## src/core/memory_space_pkg.sv

```systemverilog
// shared constants, enumerations and carriers of the memory space decoder
package memory_space_pkg;
    // program space
    localparam int PROG_ADDR_W = 24;
    localparam int IP_W = 23;
    localparam logic [23:0] USER_SPACE_TOP = 24'h7FFFFF;
    localparam logic [22:0] IP_RESET_VALUE = 23'h000000;
    localparam logic [22:0] IP_STEP = 23'h000002;
    localparam logic [23:0] RESET_JUMP_LOC = 24'h000000;
    localparam logic [23:0] RESET_TARGET_LOC = 24'h000002;
    localparam logic [23:0] PRIMARY_TABLE_START = 24'h000004;
    localparam logic [23:0] PRIMARY_TABLE_END = 24'h0000FF;
    localparam logic [23:0] ALTERNATE_TABLE_START = 24'h000100;
    localparam logic [23:0] ALTERNATE_TABLE_END = 24'h0001FF;
    localparam int CONFIG_PAGE_BIT = 7;
    localparam int PROG_UPPER_BYTE_LSB = 16;
    // data space
    localparam int EA_W = 16;
    localparam int VISIBILITY_BIT = 15;
    localparam logic [15:0] SFR_LAST = 16'h07FF;
    localparam logic [15:0] RAM_LAST = 16'h3FFF;
    localparam logic [15:0] BYTE_STEP = 16'h0001;
    localparam logic [15:0] WORD_STEP = 16'h0002;
    localparam logic [1:0] LANE_NONE = 2'h0;
    localparam logic [1:0] LANE_LOW = 2'h1;
    localparam logic [1:0] LANE_HIGH = 2'h2;
    localparam logic [1:0] LANE_BOTH = 2'h3;

    typedef enum logic [1:0] {SRC_EXEC, SRC_TABLE, SRC_REMAP} prog_source_type;
    typedef enum logic [2:0] {
        VEC_RESET_JUMP, VEC_RESET_TARGET, VEC_PRIMARY, VEC_ALTERNATE, VEC_NONE
    } vector_class_type;
    typedef enum logic [1:0] {REG_SFR, REG_RAM, REG_UNIMPL, REG_VISIBILITY} region_type;
    typedef enum logic [1:0] {EXT_NONE, EXT_SIGN, EXT_ZERO} extend_type;

    typedef struct packed {
        logic valid;
        logic byte_op;
        logic [15:0] ea;
    } data_rd_req_type;

    typedef struct packed {
        logic valid;
        logic byte_op;
        logic [15:0] ea;
        logic [15:0] data;
    } data_wr_req_type;

    typedef struct packed {
        logic valid;
        logic byte_op;
        extend_type ext;
        logic [15:0] data;
    } wreg_load_type;
endpackage

```

## src/core/memory_space_access_decode.sv

```systemverilog
// program and data space address decode, lane steering and alignment trap
// Behaviour
// - program addresses are 24 bits from three sources
// - user program accesses stay below 0x800000
// - table ops reach configuration via page bit 7
// - even address lower word, odd upper word
// - pointer word-aligned, steps by two
// - reset fetch at zero, jump then target
// - primary and alternate vector tables decoded
// - read and write generators are independent
// - effective address is 16-bit byte address
// - top address bit selects visibility window
// - reads from 16 Kbytes up to the visibility window return zero
// - low byte even, high byte odd
// - post-increment adds one byte, two word
// - byte read selects lane onto low byte
// - byte write strobes only matching lane
// - odd word access raises address trap
// - misaligned read completes, misaligned write suppressed
// - byte load keeps working register high byte
// - sign and zero extension of low byte
// - special register region reads zero if unused
`timescale 1ns/1ns
`default_nettype none
module memory_space_access_decode (
    input wire logic i_clk,
    input wire logic i_rst_n,
    // instruction pointer control
    input wire logic i_ip_advance,
    input wire logic i_ip_retreat,
    input wire logic i_ip_load,
    input wire logic [22:0] i_ip_target,
    // program space access
    input wire memory_space_pkg::prog_source_type i_prog_source,
    input wire logic [7:0] i_table_page_pointer,
    input wire logic [15:0] i_table_offset,
    input wire logic [7:0] i_visibility_page,
    input wire logic [15:0] i_remap_ea,
    input wire logic [23:0] i_prog_instr,
    // data read generator
    input wire memory_space_pkg::data_rd_req_type i_rd_req,
    input wire logic [15:0] i_rd_word,
    input wire logic i_sfr_present,
    input wire logic i_visibility_enable,
    input wire logic [15:0] i_visibility_word,
    // data write generator
    input wire memory_space_pkg::data_wr_req_type i_wr_req,
    // working register load path
    input wire memory_space_pkg::wreg_load_type i_wreg_load,
    input wire logic [15:0] i_wreg_old,
    // program side outputs
    output logic [22:0] o_instruction_pointer,
    output logic [23:0] o_prog_addr,
    output logic o_prog_config_access,
    output logic o_prog_user_violation,
    output memory_space_pkg::vector_class_type o_prog_vector_class,
    output logic [15:0] o_prog_word,
    // data read outputs
    output logic o_rd_valid,
    output logic [14:0] o_rd_word_addr,
    output logic [15:0] o_rd_next_ea,
    output logic o_rd_data_valid,
    output logic [15:0] o_rd_data,
    output logic o_rd_trap,
    // data write outputs
    output logic [14:0] o_wr_word_addr,
    output logic [1:0] o_wr_strobe,
    output logic [15:0] o_wr_data,
    output logic [15:0] o_wr_next_ea,
    output logic o_wr_trap,
    // working register outputs
    output logic o_wreg_valid,
    output logic [15:0] o_wreg_new
);
    import memory_space_pkg::*;

    // region of a data effective address
    function automatic region_type region_of(input logic [15:0] ea);
        if (ea[VISIBILITY_BIT]) begin
            region_of = REG_VISIBILITY;
        end else if (ea <= SFR_LAST) begin
            region_of = REG_SFR;
        end else if (ea <= RAM_LAST) begin
            region_of = REG_RAM;
        end else begin
            region_of = REG_UNIMPL;
        end
    endfunction

    // post-modify step scaled by operand size
    function automatic logic [15:0] post_step(input logic [15:0] ea, input logic byte_op);
        post_step = ea + (byte_op ? BYTE_STEP : WORD_STEP);
    endfunction

    // word access at an odd byte address
    function automatic logic misaligned(input logic byte_op, input logic [15:0] ea);
        misaligned = !byte_op && ea[0];
    endfunction

    // registers
    logic [22:0] ip_q, ip_d;
    logic [23:0] prog_addr_q, prog_addr_d;
    logic prog_config_q, prog_violation_q;
    vector_class_type vec_class_q, vec_class_d;
    logic [15:0] prog_word_q, prog_word_d;
    logic rd_valid_q, rd_byte_q, rd_hi_q, rd_mis_q;
    region_type rd_region_q;
    logic [14:0] rd_word_addr_q;
    logic [15:0] rd_next_ea_q;
    logic rd_data_valid_q, rd_trap_q;
    logic [15:0] rd_data_q, rd_data_d;
    logic [14:0] wr_word_addr_q;
    logic [1:0] wr_strobe_q, wr_strobe_d;
    logic [15:0] wr_data_q, wr_next_ea_q;
    logic wr_trap_q;
    logic wreg_valid_q;
    logic [15:0] wreg_new_q, wreg_new_d;

    // instruction pointer stepping, kept on the lower word
    wire [22:0] ip_step_up = ip_q + IP_STEP;
    wire [22:0] ip_step_down = ip_q - IP_STEP;
    assign ip_d = i_ip_load ? {i_ip_target[22:1], 1'b0} :
                  i_ip_advance ? ip_step_up :
                  i_ip_retreat ? ip_step_down : ip_q;

    // program address source selection
    wire [23:0] exec_addr = {1'b0, ip_q};
    wire [23:0] table_addr = {i_table_page_pointer, i_table_offset};
    wire [23:0] remap_addr = {1'b0, i_visibility_page, i_remap_ea[14:0]};
    assign prog_addr_d = (i_prog_source == SRC_TABLE) ? table_addr :
                         (i_prog_source == SRC_REMAP) ? remap_addr : exec_addr;
    wire table_config = (i_prog_source == SRC_TABLE) && i_table_page_pointer[CONFIG_PAGE_BIT];
    wire user_violation = (i_prog_source != SRC_TABLE) && (prog_addr_d > USER_SPACE_TOP);

    // vector region classification
    wire [23:0] pa = prog_addr_d;
    assign vec_class_d = (pa == RESET_JUMP_LOC) ? VEC_RESET_JUMP :
                         (pa == RESET_TARGET_LOC) ? VEC_RESET_TARGET :
                         (pa >= PRIMARY_TABLE_START && pa <= PRIMARY_TABLE_END) ? VEC_PRIMARY :
                         (pa >= ALTERNATE_TABLE_START && pa <= ALTERNATE_TABLE_END) ?
                         VEC_ALTERNATE : VEC_NONE;

    // program word lane: odd address takes upper word, its top byte absent
    assign prog_word_d = prog_addr_q[0] ?
                         {8'h00, i_prog_instr[PROG_UPPER_BYTE_LSB +: 8]} :
                         i_prog_instr[15:0];

    always_ff @(posedge i_clk or negedge i_rst_n) begin
        if (!i_rst_n) begin
            ip_q <= IP_RESET_VALUE;
            prog_addr_q <= RESET_JUMP_LOC;
            prog_config_q <= 1'b0;
            prog_violation_q <= 1'b0;
            vec_class_q <= VEC_RESET_JUMP;
            prog_word_q <= 16'h0000;
        end else begin
            ip_q <= ip_d;
            prog_addr_q <= prog_addr_d;
            prog_config_q <= table_config;
            prog_violation_q <= user_violation;
            vec_class_q <= vec_class_d;
            prog_word_q <= prog_word_d;
        end
    end

    // read generator: decode request, word address shared by both lanes
    region_type rd_region;
    assign rd_region = region_of(i_rd_req.ea);
    wire rd_mis = i_rd_req.valid && misaligned(i_rd_req.byte_op, i_rd_req.ea);

    // read data: zero outside implemented space, lane steered to low byte
    wire [15:0] rd_src = (rd_region_q == REG_RAM) ? i_rd_word :
                         (rd_region_q == REG_SFR && i_sfr_present) ? i_rd_word :
                         (rd_region_q == REG_VISIBILITY && i_visibility_enable) ?
                         i_visibility_word : 16'h0000;
    assign rd_data_d = rd_byte_q ?
                       {8'h00, (rd_hi_q ? rd_src[15:8] : rd_src[7:0])} : rd_src;

    always_ff @(posedge i_clk or negedge i_rst_n) begin
        if (!i_rst_n) begin
            rd_valid_q <= 1'b0;
            rd_byte_q <= 1'b0;
            rd_hi_q <= 1'b0;
            rd_mis_q <= 1'b0;
            rd_region_q <= REG_SFR;
            rd_word_addr_q <= 15'h0000;
            rd_next_ea_q <= 16'h0000;
        end else begin
            rd_valid_q <= i_rd_req.valid;
            rd_byte_q <= i_rd_req.byte_op;
            rd_hi_q <= i_rd_req.ea[0];
            rd_mis_q <= rd_mis;
            rd_region_q <= rd_region;
            if (i_rd_req.valid) begin
                rd_word_addr_q <= i_rd_req.ea[15:1];
                rd_next_ea_q <= post_step(i_rd_req.ea, i_rd_req.byte_op);
            end
        end
    end

    // read completion, trap raised with the completed data
    always_ff @(posedge i_clk or negedge i_rst_n) begin
        if (!i_rst_n) begin
            rd_data_valid_q <= 1'b0;
            rd_data_q <= 16'h0000;
            rd_trap_q <= 1'b0;
        end else begin
            rd_data_valid_q <= rd_valid_q;
            rd_trap_q <= rd_valid_q && rd_mis_q;
            if (rd_valid_q) begin
                rd_data_q <= rd_data_d;
            end
        end
    end

    // write generator: per-lane strobes, store dropped when misaligned
    region_type wr_region;
    assign wr_region = region_of(i_wr_req.ea);
    wire wr_mis = i_wr_req.valid && misaligned(i_wr_req.byte_op, i_wr_req.ea);
    wire wr_target = (wr_region == REG_SFR) || (wr_region == REG_RAM);
    wire [1:0] wr_lanes = i_wr_req.byte_op ? (i_wr_req.ea[0] ? LANE_HIGH : LANE_LOW) :
                          LANE_BOTH;
    assign wr_strobe_d = (i_wr_req.valid && wr_target && !wr_mis) ? wr_lanes : LANE_NONE;
    wire [15:0] wr_data_d = i_wr_req.byte_op ? {2{i_wr_req.data[7:0]}} : i_wr_req.data;

    always_ff @(posedge i_clk or negedge i_rst_n) begin
        if (!i_rst_n) begin
            wr_word_addr_q <= 15'h0000;
            wr_strobe_q <= LANE_NONE;
            wr_data_q <= 16'h0000;
            wr_next_ea_q <= 16'h0000;
            wr_trap_q <= 1'b0;
        end else begin
            wr_strobe_q <= wr_strobe_d;
            wr_trap_q <= wr_mis;
            if (i_wr_req.valid) begin
                wr_word_addr_q <= i_wr_req.ea[15:1];
                wr_data_q <= wr_data_d;
                wr_next_ea_q <= post_step(i_wr_req.ea, i_wr_req.byte_op);
            end
        end
    end

    // working register merge and extension
    wire [15:0] sign_ext = {{8{i_wreg_old[7]}}, i_wreg_old[7:0]};
    wire [15:0] zero_ext = {8'h00, i_wreg_old[7:0]};
    wire [15:0] byte_merge = {i_wreg_old[15:8], i_wreg_load.data[7:0]};
    assign wreg_new_d = (i_wreg_load.ext == EXT_SIGN) ? sign_ext :
                        (i_wreg_load.ext == EXT_ZERO) ? zero_ext :
                        i_wreg_load.byte_op ? byte_merge : i_wreg_load.data;

    always_ff @(posedge i_clk or negedge i_rst_n) begin
        if (!i_rst_n) begin
            wreg_valid_q <= 1'b0;
            wreg_new_q <= 16'h0000;
        end else begin
            wreg_valid_q <= i_wreg_load.valid;
            if (i_wreg_load.valid) begin
                wreg_new_q <= wreg_new_d;
            end
        end
    end

    // outputs straight from flip-flops
    assign o_instruction_pointer = ip_q;
    assign o_prog_addr = prog_addr_q;
    assign o_prog_config_access = prog_config_q;
    assign o_prog_user_violation = prog_violation_q;
    assign o_prog_vector_class = vec_class_q;
    assign o_prog_word = prog_word_q;
    assign o_rd_valid = rd_valid_q;
    assign o_rd_word_addr = rd_word_addr_q;
    assign o_rd_next_ea = rd_next_ea_q;
    assign o_rd_data_valid = rd_data_valid_q;
    assign o_rd_data = rd_data_q;
    assign o_rd_trap = rd_trap_q;
    assign o_wr_word_addr = wr_word_addr_q;
    assign o_wr_strobe = wr_strobe_q;
    assign o_wr_data = wr_data_q;
    assign o_wr_next_ea = wr_next_ea_q;
    assign o_wr_trap = wr_trap_q;
    assign o_wreg_valid = wreg_valid_q;
    assign o_wreg_new = wreg_new_q;

    // checks on the decode
    ip_aligned_a: assert property (@(posedge i_clk) disable iff (!i_rst_n)
        !ip_q[0])
        else $error("instruction pointer off the lower word");
    ip_step_a: assert property (@(posedge i_clk) disable iff (!i_rst_n)
        (i_ip_advance && !i_ip_load) |=> ip_q == $past(ip_q) + IP_STEP)
        else $error("instruction pointer step wrong");
    ip_retreat_a: assert property (@(posedge i_clk) disable iff (!i_rst_n)
        (i_ip_retreat && !i_ip_advance && !i_ip_load) |=>
        ip_q == $past(ip_q) - IP_STEP)
        else $error("instruction pointer retreat wrong");
    table_config_a: assert property (@(posedge i_clk) disable iff (!i_rst_n)
        (i_prog_source == SRC_TABLE && i_table_page_pointer[7]) |=> o_prog_config_access)
        else $error("table op missed configuration region");
    user_space_a: assert property (@(posedge i_clk) disable iff (!i_rst_n)
        (i_prog_source != SRC_TABLE) |=> !o_prog_addr[23])
        else $error("user access left lower half");
    upper_byte_a: assert property (@(posedge i_clk) disable iff (!i_rst_n)
        o_prog_addr[0] |=> o_prog_word[15:8] == 8'h00)
        else $error("upper word top byte not zero");
    read_zero_a: assert property (@(posedge i_clk) disable iff (!i_rst_n)
        (i_rd_req.valid && i_rd_req.ea[15:14] == 2'b01) |-> ##2 o_rd_data == 16'h0000)
        else $error("unimplemented read not zero");
    byte_read_a: assert property (@(posedge i_clk) disable iff (!i_rst_n)
        (i_rd_req.valid && i_rd_req.byte_op) |-> ##2 o_rd_data[15:8] == 8'h00)
        else $error("byte read high byte not clear");
    read_trap_a: assert property (@(posedge i_clk) disable iff (!i_rst_n)
        (i_rd_req.valid && !i_rd_req.byte_op && i_rd_req.ea[0]) |->
        ##2 (o_rd_trap && o_rd_data_valid))
        else $error("misaligned read did not complete and trap");
    write_drop_a: assert property (@(posedge i_clk) disable iff (!i_rst_n)
        (i_wr_req.valid && !i_wr_req.byte_op && i_wr_req.ea[0]) |=>
        (o_wr_trap && o_wr_strobe == 2'h0))
        else $error("misaligned write not suppressed");
    byte_lane_a: assert property (@(posedge i_clk) disable iff (!i_rst_n)
        (i_wr_req.valid && i_wr_req.byte_op && i_wr_req.ea[15:14] == 2'b00) |=>
        o_wr_strobe == ($past(i_wr_req.ea[0]) ? 2'h2 : 2'h1))
        else $error("byte write strobe on wrong lane");
    post_step_a: assert property (@(posedge i_clk) disable iff (!i_rst_n)
        i_rd_req.valid |=> o_rd_next_ea ==
        $past(i_rd_req.ea) + ($past(i_rd_req.byte_op) ? 16'h0001 : 16'h0002))
        else $error("post increment step wrong");
    byte_load_a: assert property (@(posedge i_clk) disable iff (!i_rst_n)
        (i_wreg_load.valid && i_wreg_load.byte_op && i_wreg_load.ext == EXT_NONE) |=>
        o_wreg_new[15:8] == $past(i_wreg_old[15:8]))
        else $error("byte load altered high byte");
    reset_vector_a: assert property (@(posedge i_clk) disable iff (!i_rst_n)
        (i_prog_source == SRC_EXEC && o_instruction_pointer == 23'h000000) |=>
        (o_prog_addr == 24'h000000 && o_prog_vector_class == VEC_RESET_JUMP))
        else $error("reset location not decoded as jump");
    primary_vector_a: assert property (@(posedge i_clk) disable iff (!i_rst_n)
        (i_prog_source == SRC_EXEC && o_instruction_pointer >= 23'h000004 &&
        o_instruction_pointer <= 23'h0000FF) |=> o_prog_vector_class == VEC_PRIMARY)
        else $error("primary vector table not decoded");
    word_lanes_a: assert property (@(posedge i_clk) disable iff (!i_rst_n)
        (i_wr_req.valid && !i_wr_req.byte_op && !i_wr_req.ea[0] &&
        i_wr_req.ea[15:14] == 2'h0) |=> o_wr_strobe == 2'h3)
        else $error("aligned word write missed a lane");
    zero_extend_a: assert property (@(posedge i_clk) disable iff (!i_rst_n)
        (i_wreg_load.valid && i_wreg_load.ext == EXT_ZERO) |=>
        o_wreg_new == {8'h00, $past(i_wreg_old[7:0])})
        else $error("zero extension left high byte");
    word_addr_a: assert property (@(posedge i_clk) disable iff (!i_rst_n)
        i_rd_req.valid |=> o_rd_word_addr == $past(i_rd_req.ea[15:1]))
        else $error("read word address not ea without bit zero");
endmodule // memory_space_access_decode
`default_nettype wire

```

## config.mk

```make
export PLATFORM = sky130hd
export DESIGN_NAME = memory_space_access_decode
export DESIGN_NICKNAME = d
export VERILOG_FILES = /design/src/core/memory_space_pkg.sv /design/src/core/memory_space_access_decode.sv
export SDC_FILE = /design/constraint.sdc
export NUM_CORES = 1
export LEC_CHECK = 0
export BUFFER_PORTS_ARGS = -buffer_cell sky130_fd_sc_hd__buf_2
export CORE_MARGIN = 1
export CORE_UTILIZATION = 40
export DETAILED_ROUTE_END_ITERATION = 6
export GPL_TIMING_DRIVEN = 0
export PLACE_DENSITY = 0.7
export SLEW_MARGIN = 10
export SYNTH_ARGS = -nofsm -noshare
export SYNTH_HDL_FRONTEND = slang
export SYNTH_SLANG_ARGS = --single-unit
```

## constraint.sdc

```tcl
create_clock -name i_clk -period 3.2 [get_ports i_clk]
set_input_delay 0.32 -clock i_clk [delete_from_list [all_inputs] [get_ports i_clk]]
set_output_delay 0.32 -clock i_clk [all_outputs]
set_load 0.005 [all_outputs]
```

# Yosys cells after proc, flatten, opt, wreduce, memory -nomap -nowiden
# Index checks and enable logic that the tools add are counted.
[classes]
add_sub_neg = 4
n_eq_ne = 9
n_mux = 30
magnitude_cmp = 9
n_reduce_logical = 21
[ops]
columns = ["op", "count"]
rows = [
  ["$mux W16", 9],
  ["$mux W23", 4],
  ["$add A16 B2 Y16", 2],
  ["$le A16 B11 Y1 const B", 2],
  ["$le A16 B14 Y1 const B", 2],
  ["$eq A24 B2 Y1 const B", 1],
  ["$ge A24 B3 Y1 const B", 1],
  ["$ge A24 B9 Y1 const B", 1],
  ["$gt A24 B23 Y1 const B", 1],
  ["$le A24 B8 Y1 const B", 1],
  ["$le A24 B9 Y1 const B", 1],
  ["$logic_not A24 Y1", 1],
  ["$mux W24", 1],
  ["$add A23 B2 Y23 const B", 1],
  ["$sub A23 B2 Y23 const B", 1],
  ["$mux W2", 11],
  ["$logic_and A1 B1 Y1", 13],
  ["$mux W3", 4],
  ["$eq A2 B1 Y1 const B", 4],
  ["$mux W8", 1],
  ["$eq A2 B2 Y1 const B", 3],
  ["$logic_not A2 Y1", 2],
  ["$logic_not A1 Y1", 3],
  ["$reduce_bool A3 Y1", 1],
  ["other kinds (2)", 2],
]
[word_totals]
wordCells = 96
out_inout_bits = 185
reg_bits = 190

# Depth between registers and ports, before layout
# Gate-level depths: netlist of the first run.
[logic_depth]
word_depth = 9
ltp_mapped = 11

# Worst setup path after synthesis of the first run
# No wires, ideal clock.
[synth_path]
path_kind = "input -> register"
start = "input port i_ip_advance"
end = "register ip_q[21] (netlist: o_instruction_pointer[21])"
cell_stages = 11
required_time_ns = 3.074
slack_ns = 0.610
arrival_ns = 2.464
path_cell_list = "inv_1 ha_1 buf_2 nand4_2 nor2_1 a21oi_2 a31o_4 nor3_2 a31oi_1 xnor2_1 a221o_1"
[synth_via]
elab_chain_len = 2
[synth_lines]
columns = ["item", "line_no", "rtl"]
rows = [
  ["start, declared", "memory_space_access_decode.sv:29", "input wire logic i_ip_advance,"],
  ["$mux W23", "memory_space_access_decode.sv:123", "i_ip_advance ? ip_step_up :"],
  ["$mux W23", "memory_space_access_decode.sv:122", "assign ip_d = i_ip_load ? {i_ip_target[22:1], 1'b0} :"],
  ["end signal, assigned", "memory_space_access_decode.sv:157", "ip_q <= ip_d;"],
  ["end, declared", "memory_space_access_decode.sv:101", "logic [22:0] ip_q, ip_d;"],
]
# Several ways; a longest one is shown, not always the timed one.
# A chain may end at the register's enable or synchronous reset.

# Worst setup path after layout of the first run
[layout_path]
start = "input port i_ip_advance"
end = "register ip_q[20] (netlist: o_instruction_pointer[20])"
# Same word-level chain as after synthesis.

==> results.ini, run 1 <==
[run_status]
status=completed

[pwr]
power.leakage_nw=6.10
ir_drop_mv=0.233
power_w=0.00717
p_per_area_nw_per_um2=563
power_frac_seq_pct=40.7
swShare_pct=34.0
intPower_w=0.00473
p_clk_share_pct=29.5
p_comb_share_pct=29.9
power_switching_w=0.00244

[setup_path]
r2r-start=o_instruction_pointer[10]
crit_family=compound AO/OA/AOI/OAI gates
cp.required_ps=3530
path_buf_inv=2
reg2reg_slack_ps=550
critPathKind=input port to flip-flop
worst-path-stages=11
end_kind=flip-flop
cpPeakStageDelay_ps=630
crit_path_start_kind=input port
crit_chain=buf_2, inv_1, ha_1, a21o_1, a21oi_1, a21boi_2, o211ai_2, nor3_1, a211oi_1, xor2_1, a221oi_1
critPathArrivalTime_ps=3160
cp_max_fo=23
slowest_stage=inv_1
timing.rr.end=o_instruction_pointer[22]
ff2ff_path_depth=10

[place]
place.gp.congestion=0.901
place_inst=1639
placed_cell_area_um2=12100
io_buffers=401
dp_hpwl_mm=24.5

[synth]
yosys.area.top_type_share_pct=48.6
synth.ff_latch_count=188
yosysTopAreaCell=dfrtp_1
synth_cell_types=57
synth-main-ff-cell=dfrtp_1
syn_area_um2=9680
syn_area_per_cell_um2=10.6
synth_edf_count=0
synth_area_leaders=dfrtp_1 49%, mux2_2 8.5%, a21oi_1 5.1%
synth_cells=917
async_flop_share_pct=100
yosys_warnings=0
yosysSeqAreaShare_pct=48.6

[clock_tree]
clockBufferDepth=2
clk_pin_slew_worst_paths_ps=80
cts_max_level=4
cts-buffers-inserted=17
cts_sinks=188
postCtsSetupRepairBufs=0
clock_latency_ps=430
cts_tree=done
root_buffer=clkbuf_16

[die]
initial_core_util_pct=41.0
die_area_um2=24800
core-area_um2=23600
io_pins=409
die_h_um=158
num_rows=56
die_x_um=158

[sta]
rsz0062_at_grt=false
finalCriticalPeriod_ps=2830
finalHoldViolations=0
max_slew.worst_pin.slew_ps=1090
finalSetupViolCount=0
fmax_ghz=0.354
finClkSkew_ps=15.4
whs_ps=39.1
slew_headroom_pct=27.5
fin_crit_sh_pct=88.3
finalMaxSlewViolations=0

[hold_path]
holdPathEnd=rd_byte_q
worstHoldPathType=input port to flip-flop
hold_depth=1
hold_path_startpoint=i_rd_req[16]

[global_routing]
grt_use_total_pct=24.5
globalRouteMet3Util_pct=5.18
antenna_found_initial=0
grt_pass1_wl_mm=46.0
grt_start_max_net_pins=100
gr-usage-met1_pct=28.3
grt.busiest_layer=met2
grt_use_met2_pct=43.5
gr-total-overflow=0
grt_pass1_vias=8456

[detailed_routing]
routed_wirelength_mm=31.0
drt_iter0_markers=550
vias_per_cell=5.17
wl_per_cell_um=18.5
drcViolationCount=0
ant_nets=0
via_count=8655
dr.pass1.iters=6

[cells_and_area]
syn_to_final_growth_pct=31.5
nNetsFinal=1595
design_area_um2=12700
final_cells=1673
antenna_cells=0
layout-drive-gt1-share_pct=39.7

[flow_run]
max_cap_violations=0

==> placed cells by master (no fill, tap or decap), drive strengths merged, types with 4 or more instances in the layout <==
master,netlist,routed
a222oi,8,8
xnor2,29,29
a21o,13,13
xor2,18,18
and2,4,4
mux2,73,73
dfrtp,188,188
and3,7,7
a211oi,27,27
o22ai,8,8
a21oi,102,102
inv,23,29
a31oi,11,11
clkinv,0,6
nand4,6,6
ha,27,27
mux2i,43,43
nand3,14,14
buf,20,422
nand2,52,52
o21bai,4,4
o21ai,13,13
a22oi,16,16
nor2,93,93
nor2b,37,37
nand2b,5,5
nor3,12,12
clkbuf,35,53
==> cell type report <==
cell class,instances,area [um2]
clock inverters,14,150
fillers,2141,10900
repair buffers,404,2060
plain buffers,55,269
inverters,23,86.3
multi-input cells,652,4620
well taps,319,399
clock buffers,18,429
flip-flops and latches,188,4700
==> flip-flops by register name, summed over array words and instances (netlist names), 16 cells and up <==
signal	cells
o_prog_word	16
o_instruction_pointer	22
o_wreg_new	16
o_wr_data	16
o_rd_data	16
o_rd_next_ea	16
o_prog_addr	24
o_wr_next_ea	16
==> metrics by stage <==
step	util (%)	TNS (ps)	setup WS (ps)
2_1_floorplan	-	0	610
3_3_place_gp	51.2	-239390	-1300
3_5_place_dp	51.3	-7.04	-7.04
4_1_cts	53.9	0	432
5_1_grt	53.9	0	156
6_report	53.9	0	375
==> synth_stat cells, drive strengths merged, types with 3 or more instances <==
library cell / n
a211oi: 27
a21o: 13
a21oi: 102
a221o: 3
a221oi: 3
a222oi: 8
a22oi: 16
a31oi: 11
and2: 4
and3: 7
buf: 20
clkbuf: 35
dfrtp: 188
fa: 3
ha: 27
inv: 23
mux2: 73
mux2i: 43
nand2: 52
nand2b: 5
nand3: 14
nand4: 6
nor2: 93
nor2b: 37
nor3: 12
nor4: 3
o21ai: 13
o21bai: 4
o22ai: 8
xnor2: 29
xor2: 18
==> metal layers <==
metal  vias up  wire, um
li1       4097         -
met1      4147     12300
met2       354     15400
met3        57      2020
met4         0      1150
met5         -         0
==> cell families (layout without fill, tap and decap cells) <==
family,count (synthesis),count (layout),synth area share (%)
buffers and inverters,78,514,3.67
DFF,188,188,48.6
other,1,2,0.0388
muxes,116,116,12.9
AOI/OAI and AO/OA,219,219,14.7
xor gates and xnor gates,47,47,4.33
and+or+nand+nor,238,238,11.5
adders and majority gates,30,30,4.11
==> what timing repair did <==
| item | in CTS | in global routing |
|---|---|---|
| hold endpoints to repair | 90 | 0 |
| hold buffers | 2 | 0 |
| gates resized for setup | 0 | 0 |
==> worst max path at each step <==
stage | from | end | slack [ps]
floorplan | i_ip_advance | o_instruction_pointer[21] | 610
global placement | i_rst_n | o_prog_addr[0] | -1300
detailed placement | i_ip_advance | o_instruction_pointer[22] | -7
CTS | i_ip_advance | o_instruction_pointer[22] | 430
global route | i_ip_advance | o_instruction_pointer[22] | 160
finish | i_ip_advance | o_instruction_pointer[20] | 370
==> power by group through the flow <==
| stage | registers [W] | clock network, W | logic [W] |
|---|---|---|---|
| CTS | 0.00291 | 0.00216 | 0.00214 |
| global placement | 0.00295 | 0 | 0.00209 |
| global route | 0.00296 | 0.00226 | 0.00235 |
| floorplan | 0.00294 | 0 | 0.00125 |
| finish | 0.00292 | 0.00211 | 0.00214 |
| detailed placement | 0.00296 | 0 | 0.00212 |
Note: power is estimated with default switching activity, not from simulation.
==> inputs of run 2 (changes only) <==
Settings changed: CORE_AREA set to 8 8 154 156, CORE_MARGIN 1 to unset, CORE_UTILIZATION 40 to unset, DIE_AREA set to 0 0 162 164, PLACE_DENSITY 0.7 to 0.78.
==> results.ini, run 2 (synthesized netlist as in run 1, its figures left out) <==
[clock_tree]
postCtsSetupRepairBufs=0  ; unchanged
cts_tree=done
cts-buffers-inserted=17  ; unchanged
cts_sinks=188  ; unchanged
root_buffer=clkbuf_16
cts_max_level=4  ; unchanged
clk_pin_slew_worst_paths_ps=80  ; about the same
clockBufferDepth=2  ; unchanged
ctsHoldBuffers=2  ; unchanged
clock_latency_ps=420  ; about the same
cts_resized=0  ; unchanged

[sta]
finalCriticalPeriod_ps=2920  ; +93.1 ps
rsz0062_at_grt=false
fmax_ghz=0.343  ; -3.2%
tns_ps=0  ; unchanged
finalMaxSlewViolations=0  ; unchanged
finalHoldViolations=0  ; unchanged
max_slew.worst_pin.slew_ps=910  ; -178 ps
finClkSkew_ps=15.2  ; -0.247 ps
final.setup.worst_slack_ps=282  ; -93.1 ps
finalSetupViolCount=0  ; unchanged
fin_crit_sh_pct=91.2  ; +2.9 points
slew_headroom_pct=39.3  ; +12 points

[cells_and_area]
fill_cells=1812  ; -15%
post-route-util_pct=59.5  ; +5.6 points
mostFrequentLayoutCells=405 x buf_2, 188 x dfrtp_1, 99 x a21oi_1, 93 x nor2_1, 73 x mux2_2
layout_commonest_cell=buf_2
largest_reg_flops=24  ; unchanged
nNetsFinal=1595  ; unchanged
layout-drive-gt1-share_pct=39.7  ; unchanged
multi_input_area_um2=4620  ; unchanged
final_cells=1635  ; -2.3%
regArea_um2=4700  ; unchanged
syn_to_final_growth_pct=31.3

[hold_path]
worstHoldPathType=input port to flip-flop
hold_depth=1  ; unchanged

[setup_path]
timing.rr.end=o_instruction_pointer[22]
cpPeakStageDelay_ps=650  ; +20 ps
cp.required_ps=3490  ; -40 ps
critPathCapture=o_instruction_pointer[22]
r2r-start=o_instruction_pointer[10]
crit_chain=buf_2, inv_1, ha_1, buf_2, nand4_2, nor2_1, a21boi_2, o211ai_2, o31ai_1, mux2i_1, xnor2_1, o21ai_1
worst_setup_path_startpoint=i_ip_advance
critPathArrivalTime_ps=3210  ; +50 ps
end_kind=flip-flop
slowest_stage=inv_1
reg2reg_slack_ps=460  ; -90 ps
crit_path_start_kind=input port
ff2ff_path_depth=10  ; unchanged
cpMostUsedCell=buf_2
critPathKind=input port to flip-flop
cp_max_fo=23  ; unchanged

[die]
die_x_um=162  ; +2.8%
initial_core_util_pct=45.3  ; +4.3 points
io_pins=409  ; unchanged
die_h_um=164  ; +4.1%
core-area_um2=21400  ; -9.6%
num_rows=54  ; -3.6%
die_area_um2=26600  ; +7.1%

[global_routing]
grt_use_total_pct=23.8  ; -0.63 points
grt_pass1_vias=9062  ; +7.2%
grt_start_max_net_pins=108  ; +8.0%
grt_pass1_wl_mm=49.7  ; +8.2%
antenna_found_initial=4  ; +4
gr-total-overflow=0  ; unchanged

[place]
dp_hpwl_mm=26.6  ; +8.5%
place_inst=1600  ; -2.4%
io_buffers=401  ; unchanged
pre_cts_ws_ps=-76.3  ; -69.2 ps
place.gp.congestion=0.971  ; +7.8%

[detailed_routing]
vias_per_cell=5.40  ; +4.3%
routed_wirelength_mm=33.0  ; +6.6%
ant_nets=0  ; unchanged
drt_iter0_markers=732  ; +33%
via_count=8826  ; +2.0%
dr.pass1.iters=6  ; unchanged
drcViolationCount=0  ; unchanged
wl_per_cell_um=20.2  ; +9.1%

[pwr]
p_per_area_nw_per_um2=570  ; +1.1%
power.leakage_nw=6.12  ; +0.27%
ir_drop_mv=0.276  ; +18%
power_w=0.00723  ; +0.92%

[flow_run]
max_cap_violations=0  ; unchanged

[run_status]
status=completed

==> run 2: worst min-delay path by stage <==
stage | from | to | slack [ps]
after floorplan | i_rst_n | o_instruction_pointer[10] | 20
after global placement | o_rd_valid | o_rd_data_valid | 370
after detailed placement | i_rst_n | o_wr_data[1] | 350
after CTS | i_rd_req[16] | rd_byte_q | 10
after global routing | i_rd_req[16] | rd_byte_q | 10
final | i_rd_req[16] | rd_byte_q | 30
==> run 2: area by class of cell <==
type | instances | area share (%)
diodes | 1 | 0.0197
plain buffers | 55 | 2.12
clock buffers | 18 | 3.38
clock inverters | 14 | 1.37
inverters | 23 | 0.680
multi-input cells | 652 | 36.4
flip-flops and latches | 188 | 37.0
well taps | 280 | 2.76
repair buffers | 404 | 16.3
==> run 2: per-layer routing <==
metal	global-route usage [%]	wire [um]	vias to the layer above
li1	-	-	4105
met1	27.3	12800	4229
met4	9.81	1210	6
met3	5.94	2430	67
met5	0	45	-
met2	42.0	16600	419
==> run 2: power by group <==
part / total [W] / internal (W) / leakage, nW / switching [W]
Sequential: 0.00291 / 0.00268 / 2.20 / 0.000235
Clock: 0.00215 / 0.00112 / 0.294 / 0.00103
Combinational: 0.00217 / 0.00101 / 3.62 / 0.00116
==> run 2: per-stage QoR <==
stage | area (um2) | hold WS, ps
finish | 12700 | 31.3
global route | 12700 | 10.0
global placement | 12000 | 374
floorplan | 9680 | 24.4
CTS | 12700 | 9.68
detailed placement | 12100 | 354
==> run 2: critical path, delay by kind of cell <==
family | cells | cell delay (ps)
xor gates and xnor gates | 1 | 160
and+or+nand+nor | 2 | 350
adders and majority gates | 1 | 250
muxes | 1 | 300
AOI/OAI and AO/OA | 4 | 850
buffers and inverters | 3 | 950
